<file path="config.mk">
export PLATFORM = sky130hd
export DESIGN_NAME = fail_safe_clock_monitor
export DESIGN_NICKNAME = d
export VERILOG_FILES = /design/src/clock_monitor_pkg.sv /design/src/fail_safe_clock_monitor.sv
export SDC_FILE = /design/constraint.sdc
export NUM_CORES = 1
export LEC_CHECK = 0
export BUFFER_PORTS_ARGS = -buffer_cell sky130_fd_sc_hd__buf_2
export CAP_MARGIN = 20
export CORE_MARGIN = 3
export CORE_UTILIZATION = 40
export DETAILED_ROUTE_END_ITERATION = 7
export HOLD_SLACK_MARGIN = 0.12
export PLACE_DENSITY = 0.68
export SYNTH_ARGS = -nofsm -noshare
export SYNTH_HDL_FRONTEND = slang
export SYNTH_SLANG_ARGS = --single-unit
</file>
<file path="constraint.sdc">
create_clock -name clk_i -period 2.38 [get_ports clk_i]
set_clock_uncertainty 0.2 [all_clocks]
set_input_delay 0.238 -clock clk_i [delete_from_list [all_inputs] [get_ports clk_i]]
set_output_delay 0.238 -clock clk_i [all_outputs]
set_load 0.02 [all_outputs]
</file>
<file path="src/clock_monitor_pkg.sv">
package clock_monitor_pkg;
	localparam logic [3:0] OFS_CONTROL = 4'h0;
	localparam logic [3:0] OFS_STATUS = 4'h4;
	localparam logic [3:0] OFS_TRIM = 4'h8;
	localparam logic [3:0] OFS_FLAGS = 4'hC;
	localparam logic [7:0] CONTROL_RESET = 8'h38;
	localparam logic [3:0] FREQ_RESET = 4'h7;
	localparam logic [3:0] FREQ_PLL_CODE = 4'hE;
	localparam int BIT_SOFT_PLL = 7;
	localparam int BIT_SEC_READY = 7;
	localparam int BIT_PLL_READY = 6;
	localparam int BIT_EXT_RUNNING = 5;
	localparam int BIT_HF_READY = 4;
	localparam int BIT_HF_LOCKED = 3;
	localparam int BIT_MF_READY = 2;
	localparam int BIT_LF_READY = 1;
	localparam int BIT_HF_STABLE = 0;
	localparam int SAMPLE_DIV = 64;
	localparam logic [10:0] START_COUNT = 11'h400;
	localparam logic [2:0] MODE_LP = 3'h0;
	localparam logic [2:0] MODE_XT = 3'h1;
	localparam logic [2:0] MODE_HS = 3'h2;
	localparam logic [1:0] SEL_CONFIG = 2'h0;
	localparam logic [1:0] SEL_SECONDARY = 2'h1;
	typedef enum logic [1:0] {
		CLK_CONFIG = 2'b00,
		CLK_SECONDARY = 2'b01,
		CLK_INTERNAL = 2'b10
	} clk_source_t;
	typedef struct packed {
		logic pll_ready;
		logic hf_ready;
		logic hf_locked;
		logic mf_ready;
		logic lf_ready;
		logic hf_stable;
		logic sec_ready;
	} osc_ready_t;
	typedef struct packed {
		logic [2:0] config_oscillator_mode;
		logic fail_monitor_config_enable;
		logic config_pll_force;
	} config_word_t;
endpackage

</file>
<file path="src/fail_safe_clock_monitor.sv">
// Decided for this implementation: the address map and the Wishbone interface to the registers.
`timescale 1ns/100ps
`default_nettype none
module fail_safe_clock_monitor
	import clock_monitor_pkg::*;
(
	// System clock and reset.
	input wire logic clk_i,
	input wire logic rst_i,
	// Wishbone slave.
	input wire logic cyc_i,
	input wire logic stb_i,
	input wire logic we_i,
	input wire logic [3:0] adr_i,
	input wire logic [3:0] sel_i,
	input wire logic [31:0] dat_i,
	output logic [31:0] dat_o,
	output logic ack_o,
	// Oscillator side.
	input wire logic ext_clk_i,
	input wire logic lf_osc_clk_i,
	input wire logic ext_start_tick_i,
	input wire logic sleep_i,
	input wire logic secondary_osc_enable_i,
	input wire clock_monitor_pkg::osc_ready_t ready_i,
	input wire clock_monitor_pkg::config_word_t config_i,
	// Clock control outputs.
	output clock_monitor_pkg::clk_source_t clk_source_o,
	output logic [3:0] internal_freq_o,
	output logic pll_enable_o,
	output logic [5:0] freq_trim_o,
	output logic osc_fail_flag_o
);
	import clock_monitor_pkg::*;

	// Low-frequency edges in one sample half-period, less one.
	localparam logic [4:0] HALF_DIV = 5'(SAMPLE_DIV / 2 - 1);
	logic [7:0] control_reg;
	logic [5:0] trim_reg;
	logic fail_reg;
	logic flag_reg;
	logic [10:0] start_reg;
	logic ext_running_reg;
	logic [2:0] ext_sync_reg;
	logic [2:0] lf_sync_reg;
	logic [5:0] div_reg;
	logic sample_reg;
	logic sample_prev_reg;
	logic latch_reg;
	logic [7:0] status_reg;
	logic monitor_active;
	logic ext_fall;
	logic sample_rise;
	logic lf_rise;
	logic bus_req;
	logic bus_write;
	logic select_change;
	logic fail_event;
	logic uses_timer;
	logic [7:0] read_mux;

	// Only crystal modes need the start timer; clock input and RC modes are ready at once.
	function automatic logic crystal_mode(input logic [2:0] m);
		crystal_mode = (m == MODE_LP) || (m == MODE_XT) || (m == MODE_HS);
	endfunction

	assign uses_timer = crystal_mode(config_i.config_oscillator_mode);
	assign bus_req = cyc_i && stb_i && !ack_o;
	assign bus_write = bus_req && we_i && sel_i[0];
	assign select_change = bus_write && (adr_i == OFS_CONTROL)
		&& (dat_i[1:0] != control_reg[1:0]);

	// Asynchronous clocks pass two flip-flops; the third stage only serves edge detection.
	always_ff @(posedge clk_i)
	begin
		ext_sync_reg <= {ext_sync_reg[1:0], ext_clk_i};
		lf_sync_reg <= {lf_sync_reg[1:0], lf_osc_clk_i};
	end

	assign ext_fall = ext_sync_reg[2] && !ext_sync_reg[1];
	assign lf_rise = lf_sync_reg[1] && !lf_sync_reg[2];

	// Sample clock toggles every 32 low-frequency edges, a division by 64.
	always_ff @(posedge clk_i)
	begin
		if (rst_i)
		begin
			div_reg <= 6'h00;
			sample_reg <= 1'b0;
			sample_prev_reg <= 1'b0;
		end
		else
		begin
			sample_prev_reg <= sample_reg;
			if (lf_rise)
			begin
				div_reg <= div_reg + 6'h01;
				if (div_reg[4:0] == HALF_DIV)
					sample_reg <= ~sample_reg;
			end
		end
	end

	assign sample_rise = sample_reg && !sample_prev_reg;

	// Monitor only after start-up has finished, never during it.
	assign monitor_active = config_i.fail_monitor_config_enable && ext_running_reg
		&& !sleep_i;

	// The latch sees falling edges of the external clock; a rising sample edge clears it, the falling sample edge checks it.
	always_ff @(posedge clk_i)
	begin
		if (rst_i || !monitor_active)
			latch_reg <= 1'b1;
		else if (ext_fall)
			latch_reg <= 1'b1;
		else if (sample_rise)
			latch_reg <= 1'b0;
	end

	// Half a sample period after the rising edge cleared it, a still clear latch is a failure.
	assign fail_event = monitor_active && !sample_reg && sample_prev_reg
		&& !latch_reg && !ext_fall;

	// Start timer counts external ticks; mode without timer is ready at once.
	always_ff @(posedge clk_i)
	begin
		if (rst_i || sleep_i || select_change)
		begin
			start_reg <= 11'h000;
			ext_running_reg <= 1'b0;
		end
		else if (control_reg[1:0] != SEL_CONFIG || fail_reg)
			ext_running_reg <= 1'b0;
		else if (!uses_timer)
			ext_running_reg <= 1'b1;
		else if (start_reg == START_COUNT)
			ext_running_reg <= 1'b1;
		else if (ext_start_tick_i)
			start_reg <= start_reg + 11'h001;
	end

	// Fail condition holds until reset, sleep or a change of the clock select.
	always_ff @(posedge clk_i)
	begin
		if (rst_i || sleep_i || select_change)
			fail_reg <= 1'b0;
		else if (fail_event)
			fail_reg <= 1'b1;
	end

	// Fail flag: hardware set wins over a software clear in the same cycle.
	always_ff @(posedge clk_i)
	begin
		if (rst_i)
			flag_reg <= 1'b0;
		else if (fail_event)
			flag_reg <= 1'b1;
		else if (bus_write && adr_i == OFS_FLAGS && !dat_i[0])
			flag_reg <= 1'b0;
	end

	// Control and trim registers; reserved bits are never stored.
	always_ff @(posedge clk_i)
	begin
		if (rst_i)
		begin
			control_reg <= CONTROL_RESET;
			trim_reg <= 6'h00;
		end
		else if (bus_write)
		begin
			if (adr_i == OFS_CONTROL)
				control_reg <= {dat_i[7:3], 1'b0, dat_i[1:0]};
			if (adr_i == OFS_TRIM)
				trim_reg <= dat_i[5:0];
		end
	end

	// Status: secondary ready forced high while its oscillator is off.
	always_comb
	begin
		status_reg = 8'h00;
		status_reg[BIT_SEC_READY] = secondary_osc_enable_i ? ready_i.sec_ready : 1'b1;
		status_reg[BIT_PLL_READY] = ready_i.pll_ready;
		status_reg[BIT_EXT_RUNNING] = ext_running_reg && !fail_reg;
		status_reg[BIT_HF_READY] = ready_i.hf_ready;
		status_reg[BIT_HF_LOCKED] = ready_i.hf_locked;
		status_reg[BIT_MF_READY] = ready_i.mf_ready;
		status_reg[BIT_LF_READY] = ready_i.lf_ready;
		status_reg[BIT_HF_STABLE] = ready_i.hf_stable;
	end

	always_comb
	begin
		unique case (adr_i)
			OFS_CONTROL: read_mux = control_reg;
			OFS_STATUS: read_mux = status_reg;
			OFS_TRIM: read_mux = {2'b00, trim_reg};
			OFS_FLAGS: read_mux = {7'h00, flag_reg};
			default: read_mux = 8'h00;
		endcase
	end

	// Single-wait answer: ack one cycle after the request, then drops.
	always_ff @(posedge clk_i)
	begin
		if (rst_i)
		begin
			ack_o <= 1'b0;
			dat_o <= 32'h0000_0000;
		end
		else
		begin
			ack_o <= bus_req;
			dat_o <= {24'h000000, read_mux};
		end
	end

	// Clock steering; fallback to internal uses the live frequency select.
	always_ff @(posedge clk_i)
	begin
		if (rst_i)
		begin
			clk_source_o <= CLK_INTERNAL;
			internal_freq_o <= FREQ_RESET;
			pll_enable_o <= 1'b0;
			freq_trim_o <= 6'h00;
			osc_fail_flag_o <= 1'b0;
		end
		else
		begin
			internal_freq_o <= control_reg[6:3];
			pll_enable_o <= config_i.config_pll_force || control_reg[BIT_SOFT_PLL];
			freq_trim_o <= trim_reg;
			osc_fail_flag_o <= flag_reg;
			if (control_reg[1])
				clk_source_o <= CLK_INTERNAL;
			else if (control_reg[1:0] == SEL_SECONDARY)
				clk_source_o <= CLK_SECONDARY;
			else if (fail_reg || !ext_running_reg)
				clk_source_o <= CLK_INTERNAL;
			else
				clk_source_o <= CLK_CONFIG;
		end
	end

	// A failure lands in condition and flag, unless a select change clears it at once.
	AST_FAIL_SETS_FLAG: assert property (@(posedge clk_i) disable iff (rst_i)
		fail_event && !select_change |=> flag_reg && fail_reg)
		else $error("fail not flagged");

	// While failed on the configured source the clock must stay internal.
	AST_FAIL_INTERNAL: assert property (@(posedge clk_i) disable iff (rst_i)
		fail_reg && control_reg[1:0] == SEL_CONFIG && !select_change
		|=> clk_source_o == CLK_INTERNAL) else $error("no fallback");

	// Only a bus write may take the flag down.
	AST_FLAG_HOLDS: assert property (@(posedge clk_i) disable iff (rst_i)
		flag_reg && !bus_write |=> flag_reg)
		else $error("flag lost");

	// With the configuration enable clear no failure is ever declared.
	AST_NO_MON_OFF: assert property (@(posedge clk_i) disable iff (rst_i)
		!config_i.fail_monitor_config_enable |-> !fail_event)
		else $error("monitor off");

	// A select change drops the fail condition and restarts the timer.
	AST_SEL_CLEARS: assert property (@(posedge clk_i) disable iff (rst_i)
		select_change |=> !fail_reg && !ext_running_reg)
		else $error("select clear");

	// A failed source never reports itself as running.
	AST_STATUS_EXT: assert property (@(posedge clk_i) disable iff (rst_i)
		fail_reg |-> !status_reg[BIT_EXT_RUNNING])
		else $error("status bit");

	// Secondary ready reads high while that oscillator is off.
	AST_SEC_READY: assert property (@(posedge clk_i) disable iff (rst_i)
		!secondary_osc_enable_i |-> status_reg[BIT_SEC_READY])
		else $error("sec ready");

	// The configuration PLL bit overrides software.
	AST_PLL_FORCE: assert property (@(posedge clk_i) disable iff (rst_i)
		config_i.config_pll_force |=> pll_enable_o)
		else $error("pll force");

	// The bus answer is a single-cycle pulse.
	AST_ACK_ONE: assert property (@(posedge clk_i) disable iff (rst_i)
		ack_o |=> !ack_o)
		else $error("ack long");

	// An external falling edge always leaves the latch set.
	AST_LATCH_SET: assert property (@(posedge clk_i) disable iff (rst_i)
		monitor_active && ext_fall |=> latch_reg)
		else $error("latch not set");

	// A rising sample edge with no external fall clears the latch.
	AST_LATCH_CLEAR: assert property (@(posedge clk_i) disable iff (rst_i)
		monitor_active && sample_rise && !ext_fall |=> !latch_reg)
		else $error("latch not cleared");

	// The sample clock flips once per half of the division.
	AST_SAMPLE_TOGGLE: assert property (@(posedge clk_i) disable iff (rst_i)
		lf_rise && div_reg[4:0] == HALF_DIV |=> sample_reg != $past(sample_reg))
		else $error("sample no toggle");

	// Without a low-frequency edge the sample clock stands still.
	AST_SAMPLE_STILL: assert property (@(posedge clk_i) disable iff (rst_i)
		!lf_rise |=> sample_reg == $past(sample_reg))
		else $error("sample moved");

	// Failures are only declared on a falling sample edge with a clear latch.
	AST_FAIL_AT_HALF: assert property (@(posedge clk_i) disable iff (rst_i)
		fail_event |-> !sample_reg && sample_prev_reg && !latch_reg)
		else $error("fail off edge");

	// Nothing is detected while the oscillator is still starting.
	AST_NO_FAIL_START: assert property (@(posedge clk_i) disable iff (rst_i)
		!ext_running_reg |-> !fail_event)
		else $error("fail in start-up");

	// Sleep drops the fail condition and the running state.
	AST_SLEEP_CLEARS: assert property (@(posedge clk_i) disable iff (rst_i)
		sleep_i |=> !fail_reg && !ext_running_reg)
		else $error("sleep clear");

	// The fail condition holds until sleep or a select change.
	AST_FAIL_HOLDS: assert property (@(posedge clk_i) disable iff (rst_i)
		fail_reg && !sleep_i && !select_change |=> fail_reg)
		else $error("fail dropped");

	// The flag rises only after a detected failure.
	AST_FLAG_RISE: assert property (@(posedge clk_i) disable iff (rst_i)
		!flag_reg ##1 flag_reg |-> $past(fail_event))
		else $error("flag without fail");

	// A crystal mode waits for the full start count.
	AST_TIMER_WAIT: assert property (@(posedge clk_i) disable iff (rst_i)
		uses_timer && start_reg != START_COUNT && !ext_running_reg |=> !ext_running_reg)
		else $error("timer skipped");

	// Clock-input and RC modes run at once without the timer.
	AST_NO_TIMER: assert property (@(posedge clk_i) disable iff (rst_i)
		!uses_timer && control_reg[1:0] == SEL_CONFIG && !fail_reg && !sleep_i
		&& !select_change |=> ext_running_reg) else $error("timer used");

	// Code runs on the internal clock while the external one starts.
	AST_INTERNAL_START: assert property (@(posedge clk_i) disable iff (rst_i)
		control_reg[1:0] == SEL_CONFIG && !ext_running_reg |=> clk_source_o == CLK_INTERNAL)
		else $error("not internal");

	// Select 1x always picks the internal block.
	AST_SELECT_INTERNAL: assert property (@(posedge clk_i) disable iff (rst_i)
		control_reg[1] |=> clk_source_o == CLK_INTERNAL)
		else $error("select internal");

	// Select 01 picks the secondary oscillator.
	AST_SELECT_SECONDARY: assert property (@(posedge clk_i) disable iff (rst_i)
		control_reg[1:0] == SEL_SECONDARY |=> clk_source_o == CLK_SECONDARY)
		else $error("select secondary");

	// The fallback frequency always follows the live select field.
	AST_FREQ_FOLLOWS: assert property (@(posedge clk_i) disable iff (rst_i)
		1'b1 |=> internal_freq_o == $past(control_reg[6:3]))
		else $error("freq lag");

	// Without the configuration bit the soft bit alone drives the PLL.
	AST_PLL_SOFT: assert property (@(posedge clk_i) disable iff (rst_i)
		!config_i.config_pll_force |=> pll_enable_o == $past(control_reg[BIT_SOFT_PLL]))
		else $error("pll soft");

	// The trim output follows the stored six-bit field.
	AST_TRIM_FOLLOWS: assert property (@(posedge clk_i) disable iff (rst_i)
		1'b1 |=> freq_trim_o == $past(trim_reg))
		else $error("trim lag");

	// The two upper trim bits read as zero.
	AST_TRIM_READ: assert property (@(posedge clk_i) disable iff (rst_i)
		adr_i == OFS_TRIM |-> read_mux[7:6] == 2'b00)
		else $error("trim upper bits");

	// The flag pin mirrors the flag one edge later.
	AST_FLAG_OUT: assert property (@(posedge clk_i) disable iff (rst_i)
		1'b1 |=> osc_fail_flag_o == $past(flag_reg))
		else $error("flag pin lag");
endmodule // fail_safe_clock_monitor
`default_nettype wire

</file>
# Yosys cells after proc, flatten, opt, wreduce, memory -nomap -nowiden

Index checks and enable logic that the tools add are counted.

Input bits: 62
Logic and storage cells: 92
Output and inout port bits: 47
Register bits after elaboration: 89

Eq/ne operators: 10
$add $sub $neg: 2
Reduce and logical (&&, ||, !) cells: 49
Bitwise operators: 3
Mux-type cells: 8

Operators with widths:

| operator              | count |
|---|---|
| $pmux 8 s4            | 1 |
| $logic_and 1x1->1     | 18 |
| $logic_not 1->1       | 12 |
| $add 11x1->11 const B | 1 |
| $eq 11x11->1 const B  | 1 |
| $eq 4x4->1 const B    | 2 |
| $logic_or 1x1->1      | 8 |
| $add 6x1->6 const B   | 1 |
| $reduce_and 2->1      | 3 |
| $reduce_or 2->1       | 3 |
| $eq 5x5->1 const B    | 1 |
| $mux 1                | 5 |
| $eq 4x3->1 const B    | 1 |
| $logic_not 4->1       | 1 |
| $mux 2                | 2 |
| $reduce_and 4->1      | 1 |
| $reduce_bool 2->1     | 2 |
| $eq 3x1->1 const B    | 1 |
| $eq 3x2->1 const B    | 1 |
| $logic_not 3->1       | 1 |
| $not 1->1             | 3 |
| $eq 2x1->1 const B    | 1 |
| $ne 2x1->1 const B    | 1 |
| $ne 2x2->1            | 1 |

# Longest topological paths before layout

Word-level depth: 8
Depth in mapped cells: 6

# Least setup slack after synthesis

No wires, ideal clock.

Kind: input -> register
From: input adr_i[2]
To: register control_reg[3]
Slack: 0.608 ns
Data arrival time: 1.453 ns
Stages on the path: 6
Required time: 2.060 ns
Cells stage by stage: buf_2 > or4_4 > nor3_2 > buf_4 > nor2b_1 > a211o_1

Word-level cells in the longest chain between the ends: 2

RTL lines:

| item                              | RTL line                       | source |
|---|---|---|
| from (decl)                       | fail_safe_clock_monitor.sv:14  | `input wire logic [3:0] adr_i,` |
| $logic_not 4->1                   | fail_safe_clock_monitor.sv:173 | `if (adr_i == OFS_CONTROL)` |
| $reduce_and 2->1 (no source line) | --                             |  |
| to (signal assigned)              | fail_safe_clock_monitor.sv:174 | `control_reg <= {dat_i[7:3], 1'b0, dat_i[1:0]};` |
| to (decl)                         | fail_safe_clock_monitor.sv:38  | `logic [7:0] control_reg;` |

No other way between the ends.
A chain may end at the register's enable or synchronous reset.

# Worst setup path after layout

From: input ready_i[0] (netlist bit)
To: register dat_o[7]

Word-level cells in the longest chain between the ends: 2

RTL lines:

| item                 | RTL line                       | source |
|---|---|---|
| from (decl)          | fail_safe_clock_monitor.sv:25  | `input wire clock_monitor_pkg::osc_ready_t ready_i,` |
| $mux 1               | fail_safe_clock_monitor.sv:184 | `status_reg[BIT_SEC_READY] = secondary_osc_enable_i ? ready_i.sec_ready : 1'b1;` |
| $pmux 8 s4           | fail_safe_clock_monitor.sv:196 | `unique case (adr_i)` |
| to (signal assigned) | fail_safe_clock_monitor.sv:216 | `dat_o <= {24'h000000, read_mux};` |
| to (decl)            | fail_safe_clock_monitor.sv:17  | `output logic [31:0] dat_o,` |

No other way between the ends.

==> results.toml <==
[setup_path]
endpoint_kind = "flop"
worstPathMaxFanout = 1
crit_required_ns = 2.41
arrival_ns = 2.18
crit_path_start_kind = "input port"
worstSetupPathType = "input port to flop"

[pwr]
power_frac_comb_pct = 8.0
seqPwrFrac_pct = 48.4
p_leak_nw = 1.435
p_total_mw = 2.258
p_clk_share_pct = 43.6
power_density_nw_per_um2 = 669.9
p_sw_mw = 0.4990
sw_frac_of_total_pct = 22.10
p_int_mw = 1.759
ir_drop_v = 0.0003938

[logic_synthesis]
synth-seq-area-share_pct = 48.53
synth-async-reset-ratio_pct = 0
syn_area_um2 = 2640
synth_seq_cells = 64
syn_avg_cell_area_um2 = 9.635
synth_ff_type = "dfxtp_1"
synth_top_area_share_pct = 48.53
synthCells = 274
synth.area.top_cells = "dfxtp_1 49%, buf_4 7.1%, nor2_1 4.5%"
synth_edf_count = 0
yosysTopAreaCell = "dfxtp_1"
ys_types = 47
yosysWarnings = 0

[grt]
grt_first_pass_wirelength_mm = 8.535
busiest_layer = "met2"
grtUsageMet1_pct = 18.09
use_met3_pct = 5.014
grt_max_degree = 35
grt_pass1_vias = 1893
grt_usage_pct = 14.77
overflow = 0
antenna_found_initial = 0
grtUsageMet2_pct = 22.74

[finish]
final_nets = 426
drive_above_1_share_pct = 24.11
utilization_pct = 54.67
regArea_um2 = 1281
largest_reg_flops = 11
fill_cells = 542
area_delta_synth_final_pct = 27.68
num_antenna_cells = 0
multi_input_area_um2 = 1176

[hold_path]
hp-class = "flop to flop"

[placement]
place_congestion = 0.7764
port_buffers = 57
hpwl_mm = 3.806

[die]
ios = 109
die_h_um = 87.24
start_util_pct = 42.82
dieWidth_um = 87.24
fp-row-count = 28
dieArea_um2 = 7611
core_um2 = 6166

[timing]
hold_viol = 0
drv_slew = 0
rsz0062_at_grt = "no"
fin_crit_ns = 2.141
fmax_ghz = 0.4670
period_share_pct = 89.97
setup_viol = 0
hold_slack_ns = 0.1262
tightest_slew_ns = 0.5744
slew-limit-headroom_pct = 61.71
setup-tns-final_ns = 0

[drt]
routedWlPerCell_um = 12.40
drc_errors = 0
wl_mm = 5.458
vias_per_cell = 4.764
dr.pass1.iters = 4
drtIter0Drc = 147
vias = 2096
postRouteAntennaNets = 0

[clocking]
cts_max_path_buffers = 2
path_clk_slew_ns = 0.07
clock_latency_ns = 0.34
cts_root_buf = "clkbuf_8"
htreeDepth = 3
cts_tree = "done"
post_cts_resized = 0
cts_sinks = 64
numCtsBuffers = 9

[status]
outcome = "completed"

[flow_run]
cap_violations = 0
timing repair:
item                                   in CTS  in global routing
hold buffers                               26                  0
endpoints found under the hold margin      26                  0
setup buffers                               0                  0
cell families (layout without fill, tap and decap cells):
kind of cell / count (synthesis) / count (layout) / synth area share [%]
and+or+nand+nor: 105 / 105 / 21.90
AOI/OAI and AO/OA: 36 / 36 / 9.005
xor gates and xnor gates: 10 / 10 / 3.318
buffers and inverters: 42 / 110 / 10.19
DFF: 64 / 64 / 48.53
adders and majority gates: 4 / 4 / 1.896
other: 1 / 24 / 0.1420
muxes: 12 / 12 / 5.024
cell usage in the layout, fill, tap and decap left out, drive strengths merged, types with 3 or more instances in the layout:
| cell | instances |
|---|---|
| dfxtp | 64 |
| buf | 61 |
| nor2 | 35 |
| dlygate4sd3 | 26 |
| conb | 24 |
| nor2b | 18 |
| clkbuf | 14 |
| a21oi | 13 |
| nand2 | 11 |
| mux2i | 11 |
| inv | 7 |
| xnor2 | 7 |
| nand3 | 6 |
| nor3 | 6 |
| nand4 | 5 |
| o21ai | 5 |
| o22a | 5 |
| or2 | 4 |
| or3 | 4 |
| ha | 4 |
| a211o | 3 |
| xor2 | 3 |
| o31ai | 3 |
metrics by stage:
stage | std cells | area (um2) | setup WS [ns]
finish | 440 | 3371 | 0.2386
global route | 440 | 3371 | 0.1686
CTS | 440 | 3371 | 0.2783
detailed placement | 398 | 2893 | 0.4031
global placement | 398 | 2893 | 0.4226
floorplan | 297 | 2726 | 0.6078
Yosys cell counts, types with 3 or more instances:
| library cell | n |
|---|---|
| xnor2_1 | 7 |
| o21ai_0 | 5 |
| xor2_1 | 3 |
| or3_1 | 4 |
| a21oi_1 | 13 |
| nor3_1 | 5 |
| mux2i_1 | 11 |
| clkbuf_1 | 6 |
| or2_2 | 4 |
| o22a_1 | 5 |
| o31ai_1 | 3 |
| nand3_1 | 6 |
| a211o_1 | 3 |
| nor2_1 | 32 |
| ha_1 | 4 |
| nand4_1 | 5 |
| inv_1 | 7 |
| dfxtp_1 | 64 |
| buf_4 | 25 |
| nand2_1 | 11 |
| nor2b_1 | 18 |
| nor2_2 | 3 |
final cells by class:
class | instances | share of cell area, %
Inverter | 7 | 0.7795
Sequential cell | 64 | 38.01
Multi-Input combinational cell | 191 | 34.89
Clock buffer | 14 | 5.419
Clock inverter | 2 | 1.039
Tap cell | 75 | 2.784
Timing Repair Buffer | 87 | 17.07
layer usage:
layer	vias to the layer above	part of all wire [%]
met2	73	48
met1	953	43
met5	-	0
li1	1062	-
met4	0	1.9
met3	8	7.1
power groups by stage:
stage / sequential, mW / clock [mW] / combinational [mW]
2_1_floorplan: 1.12 / 0 / 0.124
3_3_place_gp: 1.12 / 0 / 0.148
3_5_place_dp: 1.12 / 0 / 0.150
4_1_cts: 1.09 / 1.01 / 0.181
5_1_grt: 1.09 / 1.06 / 0.198
6_report: 1.09 / 0.985 / 0.181
worst max-delay path, stage by stage:
cell	delay, ns
dlygate4sd3_1	0.54
buf_2	0.12
o22ai_1	0.11
dlygate4sd3_1	0.56
nor3_1	0.04
dlygate4sd3_1	0.55
path summary, 6_finish.rpt:
check	start	slack, ns	endpoint	depth (start not counted)
worst max-delay path	ready_i[0]	0.24	dat_o[7]	6
worst min-delay path	ext_sync_reg[0]	0.13	ext_sync_reg[1]	0
worst max register to register	control_reg[7]	0.44	dat_o[7]	4
worst min register to register	ext_sync_reg[0]	0.13	ext_sync_reg[1]	0
No activity file was read; power rests on OpenSTA's default activity.
